[src/rtl/base_clock_pkg.sv]
package base_clock_pkg;

	// register indices; byte address is four times the index
	localparam logic [15:0] SEL1_IDX  = 16'hFF39;
	localparam logic [15:0] SEL0_IDX  = 16'hFF56;
	localparam logic [15:0] CTRL0_IDX = 16'hFF60;
	localparam logic [15:0] CTRL1_IDX = 16'hFF61;
	localparam logic [15:0] DIV0_IDX  = 16'hFF62;
	localparam logic [15:0] DIV1_IDX  = 16'hFF63;
	localparam logic [15:0] STAT_IDX  = 16'hFF64;

	localparam int          ADDR_W    = 18;
	localparam logic [17:0] SEL0_ADDR  = {SEL0_IDX, 2'b00};
	localparam logic [17:0] SEL1_ADDR  = {SEL1_IDX, 2'b00};
	localparam logic [17:0] CTRL0_ADDR = {CTRL0_IDX, 2'b00};
	localparam logic [17:0] CTRL1_ADDR = {CTRL1_IDX, 2'b00};
	localparam logic [17:0] DIV0_ADDR  = {DIV0_IDX, 2'b00};
	localparam logic [17:0] DIV1_ADDR  = {DIV1_IDX, 2'b00};
	localparam logic [17:0] STAT_ADDR  = {STAT_IDX, 2'b00};

	// reset values
	localparam logic [3:0] SEL_RESET  = 4'h0;
	localparam logic [7:0] CTRL_RESET = 8'h00;
	localparam logic [7:0] DIV_RESET  = 8'hFF;

	// field positions
	localparam int SEL_LSB   = 0;
	localparam int SEL_W     = 4;
	localparam int POWER_BIT = 7;
	localparam int TXE_BIT   = 6;
	localparam int RXE_BIT   = 5;

	// selection codes and counts
	localparam logic [3:0] CODE_MAX_DIV = 4'hA;
	localparam logic [3:0] CODE_TIMER   = 4'hB;
	localparam int         PRESCALE_W   = 10;
	localparam logic [7:0] DIV_MIN      = 8'h04;

	typedef struct packed {
		logic power;
		logic txe;
		logic rxe;
	} unit_ctrl_t;

	typedef enum logic [1:0] {
		BUS_IDLE   = 2'b01,
		BUS_ANSWER = 2'b10
	} bus_state_t;

endpackage

[src/rtl/pow2_prescaler.sv]
`timescale 1ns/1ns
module pow2_prescaler #(
	parameter int STAGES = base_clock_pkg::PRESCALE_W
) (
	// clock and reset
	input  wire logic              clk,
	input  wire logic              rst,
	// prescaler state
	output logic [STAGES-1:0]      count,
	output logic [STAGES:0]        tick
);
	logic [STAGES-1:0] count_reg;

	// free running; never restarted by register writes
	always_ff @(posedge clk) begin
		if (rst) begin
			count_reg <= '0;
		end else begin
			count_reg <= count_reg + 1'b1;
		end
	end

	assign count   = count_reg;
	assign tick[0] = 1'b1;

	// stage c fires once every 2^c cycles
	for (genvar c = 1; c <= STAGES; c++) begin : g_tick
		assign tick[c] = &count_reg[c-1:0];
	end
endmodule // pow2_prescaler

[src/rtl/baud_counter.sv]
`timescale 1ns/1ns
module baud_counter (
	// clock and reset
	input  wire logic       clk,
	input  wire logic       rst,
	// control
	input  wire logic       enable,
	input  wire logic       base_tick,
	input  wire logic [7:0] divisor,
	// outputs
	output logic            counter_pulse,
	output logic            baud_clk
);
	logic [7:0] cnt_reg;
	logic [7:0] limit;
	logic       pulse_reg;
	logic       baud_reg;

	// codes below four are prohibited; treat them as four
	assign limit = (divisor < base_clock_pkg::DIV_MIN) ? base_clock_pkg::DIV_MIN : divisor;

	always_ff @(posedge clk) begin
		if (rst || !enable) begin
			cnt_reg   <= 8'h00;
			pulse_reg <= 1'b0;
			baud_reg  <= 1'b0;
		end else if (base_tick && cnt_reg == limit - 8'h01) begin
			cnt_reg   <= 8'h00;
			pulse_reg <= 1'b1;
			baud_reg  <= ~baud_reg;
		end else begin
			cnt_reg   <= base_tick ? cnt_reg + 8'h01 : cnt_reg;
			pulse_reg <= 1'b0;
		end
	end

	assign counter_pulse = pulse_reg;
	assign baud_clk      = baud_reg;
endmodule // baud_counter

[src/rtl/base_clock_select.sv]
// What this block does
// - reset clears both select registers to zero, choosing the undivided clock.
// - same-value rewrite while a unit communicates leaves its clocks undisturbed.
// - select field is bits 3..0; bits 7..4 read zero.
// - codes 0..10 pick clock over 2^code; 11 picks timer; others prohibited.
// - timer output reaches the base clock internally, pin enable irrelevant.
// - baud rate is the baud counter output divided by two.
`timescale 1ns/1ns
module base_clock_select (
	// clock and reset
	input  wire logic                           clk,
	input  wire logic                           rst,
	// apb slave
	input  wire logic                           psel,
	input  wire logic                           penable,
	input  wire logic                           pwrite,
	input  wire logic [17:0]                    paddr,
	input  wire logic [31:0]                    pwdata,
	output logic      [31:0]                    prdata,
	output logic                                pready,
	output logic                                pslverr,
	// companion timer
	input  wire logic                           timer_out,
	// serial unit side
	output base_clock_pkg::unit_ctrl_t [1:0]    unit_ctrl,
	output logic      [1:0]                     base_tick,
	output logic      [1:0]                     baud_clk
);
	base_clock_pkg::bus_state_t         state_reg;
	base_clock_pkg::bus_state_t         state_next;
	logic [31:0]                        prdata_reg;
	logic                               pslverr_reg;
	logic [3:0]                         sel_reg [2];
	base_clock_pkg::unit_ctrl_t [1:0]   ctrl_reg;
	logic [7:0]                         div_reg [2];
	logic [1:0]                         base_tick_reg;
	logic                               timer_prev_reg;
	logic                               timer_rise;
	logic [base_clock_pkg::PRESCALE_W-1:0] pcount;
	logic [base_clock_pkg::PRESCALE_W:0]   ptick;
	logic [1:0]                         counter_pulse;
	logic                               wr_en;
	logic [31:0]                        rdata;
	logic                               hit;

	// apb handshake: one wait-free access phase, answered from flops
	always_comb begin
		case (state_reg)
			base_clock_pkg::BUS_IDLE:
				state_next = (psel && !penable) ? base_clock_pkg::BUS_ANSWER
				                                : base_clock_pkg::BUS_IDLE;
			base_clock_pkg::BUS_ANSWER:
				state_next = base_clock_pkg::BUS_IDLE;
			default:
				state_next = base_clock_pkg::BUS_IDLE;
		endcase
	end

	always_ff @(posedge clk) begin
		if (rst) begin
			state_reg <= base_clock_pkg::BUS_IDLE;
		end else begin
			state_reg <= state_next;
		end
	end

	assign wr_en = (state_reg == base_clock_pkg::BUS_ANSWER) && psel && penable && pwrite;

	// read decode; unmapped addresses answer with an error and zero data
	always_comb begin
		hit   = 1'b1;
		rdata = 32'h0000_0000;
		case (paddr)
			base_clock_pkg::SEL0_ADDR:  rdata = {28'h0000000, sel_reg[0]};
			base_clock_pkg::SEL1_ADDR:  rdata = {28'h0000000, sel_reg[1]};
			base_clock_pkg::CTRL0_ADDR: rdata = {24'h000000, ctrl_reg[0], 5'h00};
			base_clock_pkg::CTRL1_ADDR: rdata = {24'h000000, ctrl_reg[1], 5'h00};
			base_clock_pkg::DIV0_ADDR:  rdata = {24'h000000, div_reg[0]};
			base_clock_pkg::DIV1_ADDR:  rdata = {24'h000000, div_reg[1]};
			base_clock_pkg::STAT_ADDR:  rdata = {28'h0000000, baud_clk, base_tick_reg};
			default:                    hit   = 1'b0;
		endcase
	end

	// read data captured in the setup cycle, stands through the access phase
	always_ff @(posedge clk) begin
		if (rst) begin
			prdata_reg  <= 32'h0000_0000;
			pslverr_reg <= 1'b0;
		end else if (state_next == base_clock_pkg::BUS_ANSWER) begin
			prdata_reg  <= pwrite ? 32'h0000_0000 : rdata;
			pslverr_reg <= ~hit;
		end else begin
			pslverr_reg <= 1'b0;
		end
	end

	assign prdata  = prdata_reg;
	assign pready  = state_reg[1];
	assign pslverr = pslverr_reg;

	// companion timer edge; the pin enable of the timer plays no part
	always_ff @(posedge clk) begin
		if (rst) begin
			timer_prev_reg <= 1'b0;
		end else begin
			timer_prev_reg <= timer_out;
		end
	end

	assign timer_rise = timer_out & ~timer_prev_reg;

	pow2_prescaler #(
		.STAGES (base_clock_pkg::PRESCALE_W)
	) u_prescaler (
		.clk   (clk),
		.rst   (rst),
		.count (pcount),
		.tick  (ptick)
	);

	for (genvar u = 0; u < 2; u++) begin : g_unit
		localparam logic [17:0] SEL_A  = (u == 0) ? base_clock_pkg::SEL0_ADDR
		                                          : base_clock_pkg::SEL1_ADDR;
		localparam logic [17:0] CTRL_A = (u == 0) ? base_clock_pkg::CTRL0_ADDR
		                                          : base_clock_pkg::CTRL1_ADDR;
		localparam logic [17:0] DIV_A  = (u == 0) ? base_clock_pkg::DIV0_ADDR
		                                          : base_clock_pkg::DIV1_ADDR;

		// whole-byte write; a changed code while powered is dropped to protect the link
		always_ff @(posedge clk) begin
			if (rst) begin
				sel_reg[u] <= base_clock_pkg::SEL_RESET;
			end else if (wr_en && paddr == SEL_A && (!ctrl_reg[u].power ||
			             pwdata[3:0] == sel_reg[u])) begin
				sel_reg[u] <= pwdata[base_clock_pkg::SEL_LSB +: base_clock_pkg::SEL_W];
			end
		end

		always_ff @(posedge clk) begin
			if (rst) begin
				ctrl_reg[u] <= base_clock_pkg::CTRL_RESET[7:5];
			end else if (wr_en && paddr == CTRL_A) begin
				ctrl_reg[u].power <= pwdata[base_clock_pkg::POWER_BIT];
				ctrl_reg[u].txe   <= pwdata[base_clock_pkg::TXE_BIT];
				ctrl_reg[u].rxe   <= pwdata[base_clock_pkg::RXE_BIT];
			end
		end

		always_ff @(posedge clk) begin
			if (rst) begin
				div_reg[u] <= base_clock_pkg::DIV_RESET;
			end else if (wr_en && paddr == DIV_A) begin
				div_reg[u] <= pwdata[7:0];
			end
		end

		// base clock as an enable pulse; prohibited codes give no pulse
		always_ff @(posedge clk) begin
			if (rst) begin
				base_tick_reg[u] <= 1'b0;
			end else if (sel_reg[u] <= base_clock_pkg::CODE_MAX_DIV) begin
				base_tick_reg[u] <= ptick[sel_reg[u]];
			end else if (sel_reg[u] == base_clock_pkg::CODE_TIMER) begin
				base_tick_reg[u] <= timer_rise;
			end else begin
				base_tick_reg[u] <= 1'b0;
			end
		end

		baud_counter u_baud (
			.clk           (clk),
			.rst           (rst),
			.enable        (ctrl_reg[u].power),
			.base_tick     (base_tick_reg[u]),
			.divisor       (div_reg[u]),
			.counter_pulse (counter_pulse[u]),
			.baud_clk      (baud_clk[u])
		);
	end

	assign unit_ctrl = ctrl_reg;
	assign base_tick = base_tick_reg;
endmodule // base_clock_select

[config.mk]
export PLATFORM = sky130hd
export DESIGN_NAME = base_clock_select
export DESIGN_NICKNAME = d
export VERILOG_FILES = /design/src/rtl/base_clock_pkg.sv /design/src/rtl/pow2_prescaler.sv /design/src/rtl/baud_counter.sv /design/src/rtl/base_clock_select.sv
export SDC_FILE = /design/constraint.sdc
export NUM_CORES = 1
export LEC_CHECK = 0
export BUFFER_PORTS_ARGS = -buffer_cell sky130_fd_sc_hd__buf_2
export CAP_MARGIN = 10
export CELL_PAD_IN_SITES_DETAIL_PLACEMENT = 0
export CELL_PAD_IN_SITES_GLOBAL_PLACEMENT = 2
export CORE_UTILIZATION = 35
export CTS_CLUSTER_DIAMETER = 60
export DETAILED_ROUTE_END_ITERATION = 8
export PLACE_DENSITY = 0.92
export SETUP_SLACK_MARGIN = 0.5
export SLEW_MARGIN = 20
export SYNTH_ARGS = -nofsm -noshare
export SYNTH_HDL_FRONTEND = slang
export SYNTH_SLANG_ARGS = --single-unit
[constraint.sdc]
create_clock -name clk -period 5 [get_ports clk]
set_input_delay 1 -clock clk [delete_from_list [all_inputs] [get_ports clk]]
set_output_delay 1 -clock clk [all_outputs]
set_load 0.02 [all_outputs]
==> results <==
- The flow ran to the end, but the final reports show violations.
- The final reports fail on design-rule violations.
- The number of violations reported at the end of detailed-routing iteration 0 is 229.
- For this design the total switching power over the nets is approximately 0.32 mW.
- The effective utilization at floorplan is 36.45%.
- Hold timing on the final database bottoms out at a slack of 0.4311 ns.
- The critical path class is flip-flop to flip-flop.
- The number of buffers created by CTS is 9.
- IR analysis of the VDD net gives a maximum drop of ~0.18 mV.
- The power density over the cells is just under 300 nW/um^2.
- The synthesized design contains 24 enable-type register cells.
- The endpoint type of the worst setup path is a flip-flop.
- The post-cts resize count is 0.
- The worst-case clock skew is ~0.009 ns.
- In the final layout, the multi-input gates occupy approximately 2300 um^2.
- The top achievable clock speed is 275.6 MHz.
- The startpoint of the most critical hold path is prdata[5].
- The signal arrival time at the worst endpoint is approximately 3.8 ns.
- The number of routed nets with antenna violations is 0.
- The shortest period the worst path allows is 3.628 ns.
- The clock net sink count is 72.
- The number of storage elements in the synthesis netlist is 72.
- The floorplan die height is 111.7 um.
- The count of H-tree levels built during CTS is 3.
- The final worst slack is 1.372 ns.
- The post-layout instance count excluding filler cells is 648.
- The switching fraction of total power is 22.67%.
- The layout net count is 564.
- Data on the critical path is required at its endpoint by between 5 and 6 ns.
- The initial antenna violation count is 0.
- The wire-length estimate of the detail-placed layout is 7485 um.
- During placement, the flow inserted port buffers numbering 51.
- The cell area that synthesis handed to floorplanning was 4215 um^2.
- Power comes to 1.391 mW.
- The average routed wire per standard cell is around 15 um.
- The share of total power in combinational logic is 5.7%.
- The final core utilization is ~41%.
- The weighted congestion reported at the end of routability-driven placement is 0.8494.
- Leaving out fill and tap cells, the most frequent cell in the layout is sky130_fd_sc_hd__nor2_1.
- Of the post-synthesis cell area, the dominant cell type holds 22.80%.
- The share of the cycle needed by the critical path after routing is 72.57%.
- The root cell of the clock tree is sky130_fd_sc_hd__clkbuf_16.
- The number of antenna cells inserted is 0.
- Measured against its own limit, the worst slew margin works out to a little over a third.
- Setup repair after global routing left no endpoint under its margin.
- After clock tree synthesis, the flow added hold-fix buffers numbering 0.
- Once layout is done, the placed cells without fillers occupy 4791 um^2.
- The biggest area contributor in the post-synthesis netlist is sky130_fd_sc_hd__dfxtp_1.
- The tightest min-delay check is of the flip-flop to flip-flop type.
- In this run the core area contains 39 standard-cell rows.
- The launching element of the worst setup path is div_reg[0][6].
- The most used flip-flop cell after synthesis is sky130_fd_sc_hd__dfxtp_1.
- The clock network fraction of design power is 49.5%.
- The number of warning messages in the yosys log is 0.
- The aggregate negative setup slack is 0 ns.
- Ranked by total cell area, the synthesized netlist is headed by sky130_fd_sc_hd__dfxtp_1, sky130_fd_sc_hd__edfxtp_1, sky130_fd_sc_hd__buf_4.
- The via-per-instance ratio is 5.184.
- Cell internal power was estimated by the tool at 1.076 mW.
- The count of final setup violators is 0.
- The number of placed instances, taps included, is 632.
- The clock transition at the register clock pins on the worst setup and hold paths after CTS is 0.06 ns.
- In this run the cell area measured after placement is 4469 um^2.
- The worst register-to-register path begins at div_reg[0][6].
- TritonCTS built the clock tree.
- The worst-path maximum fanout is 8.
- The post-synthesis to final-layout area growth is 13.65%.
- The layout cell share with drive strength beyond 1 is roughly 17%.
- The mean instance size in the synthesized netlist is 9.244 um^2.
- For the worst-skew pair, the clock arrives at the later sink with an insertion delay of 0.34 ns.
- The number of endpoints with negative hold slack in the final report is 0.
- The area enclosed by the die boundary is between 10000 and 15000 um^2.
- The layout has between 1000 and 1500 filler cells.
- The number of global-route vias before repair is roughly 3200.
- The element type at the critical path start is a flip-flop.
- The area used by sequential logic in the layout is around 1700 um^2.
- The final max-slew violation count is 0.
- The count of mapped cells out of synthesis is 456.
- In the global route stage, overall resource usage came out at 16.34%.
- 100 I/O pins were placed.
- The share of the Yosys chip area taken by registers is 39.89%.
- The total wirelength of the detailed-routed design is 9860 um.
- The count of distinct cell types in the synthesized netlist is 62.
- The total congestion overflow after global routing is 0.
- The global-route wire length before repair is 15820 um.
- Entering global routing, the biggest net connects 25 pins.
- The transition time at the pin with the least slew margin is 0.9449 ns.
- The library cells used most frequently in the layout, excluding fill and tap cells, are sky130_fd_sc_hd__nor2_1, sky130_fd_sc_hd__buf_2, sky130_fd_sc_hd__dfxtp_1.
- The longest clock path from root to sink contains 2 buffers.
- The first detailed-routing pass took 9 iterations.
- The post-detailed-route DRC marker count is 4.
- The share of total power in sequential cells is 44.8%.
- Buffers added to address setup during post-CTS repair amount to 0.
- The max-capacitance violation count is 0.
- After floorplanning, the core was sized to cover around 12000 um^2.
- The die span in x is 111.7 um.
- In the synthesized netlist the async set-or-reset flop fraction comes to 0%.
- Timing analysis after detailed placement gives a worst setup slack of about 1.4 ns.
- The leakage power summed over all cells is roughly 1.9 nW.
- Across all layers, the routed design uses 3359 vias.
-- kinds of logic after synthesis --
logic type	after synthesis	synth area share, %
AND/OR/NAND/NOR	194	24.28
flip-flops	72	39.89
AO/OA/AOI/OAI	67	11.40
buffers and inverters	51	7.391
XOR/XNOR	43	8.934
multiplexers	20	5.639
adder cells (fa/ha/maj)	8	2.375
other	1	0.08896
-- layout make-up --
type / instances / area share [%]
repair buffers: 53 / 5.641
flip-flops and latches: 72 / 35.10
clock buffers: 9 / 4.701
inverters: 8 / 0.6268
multi-input cells: 356 / 48.18
well taps: 143 / 3.735
clock inverters: 7 / 2.011
-- routing by layer --
layer	vias up	global-route usage [%]	wire length, um
met3	15	3.702	490
met1	1585	20.13	4384
met4	0	7.387	223
met2	80	27.20	4762
met5	-	0	0
li1	1679	-	-
-- cells in the mapped netlist (all sizes together), types with 2 or more instances --
cell type and count:
o21ai 20, a22oi 2, xnor2 21, nand2b 7, a222oi 4, xor2 22
or2b 3, nor3 10, and3 7, o22ai 2, nand2 31, a22o 5
nand3 13, nor2b 15, nor2 52, mux2i 17, nand4b 3, clkbuf 11
nor4b 2, o31ai 3, or4 3, and2 11, nand4 12, mux4 3
or3 4, and4 2, o41ai 4, edfxtp 24, buf 32, o211ai 2
ha 8, inv 8, nor4 3, or2 11, dfxtp 48, a211oi 5
a21oi 7
-- worst paths after layout --
check / to / slack, ns / cells after the start
worst max-delay path: g_unit[0].u_baud.cnt_reg[6] / 1.37 / 10
worst min-delay path: prdata[5] / 0.43 / 2
worst max register to register: g_unit[0].u_baud.cnt_reg[6] / 1.37 / 10
worst min register to register: prdata[5] / 0.43 / 2
-- critical path, cell delays in order, from the launching register on --
cell and delay, ns:
sky130_fd_sc_hd__edfxtp_1 0.46, sky130_fd_sc_hd__or4_1 0.63, sky130_fd_sc_hd__or2_2 0.34, sky130_fd_sc_hd__o21ai_0 0.17
sky130_fd_sc_hd__ha_1 0.24, sky130_fd_sc_hd__nor2b_1 0.24, sky130_fd_sc_hd__nor2_1 0.07, sky130_fd_sc_hd__a2111oi_0 0.48
sky130_fd_sc_hd__o2111ai_1 0.24, sky130_fd_sc_hd__o31ai_2 0.52, sky130_fd_sc_hd__nor2_1 0.10
-- power groups by stage --
stage                     registers [mW]  logic, mW  clock network (mW)
after floorplan                    0.628     0.0707                   0
after global placement             0.635     0.0778                   0
after detailed placement           0.635     0.0793                   0
after CTS                          0.623     0.0795               0.701
after global routing               0.624     0.0866               0.724
final                              0.623     0.0793               0.689
Power figures use the tool's default switching activity.
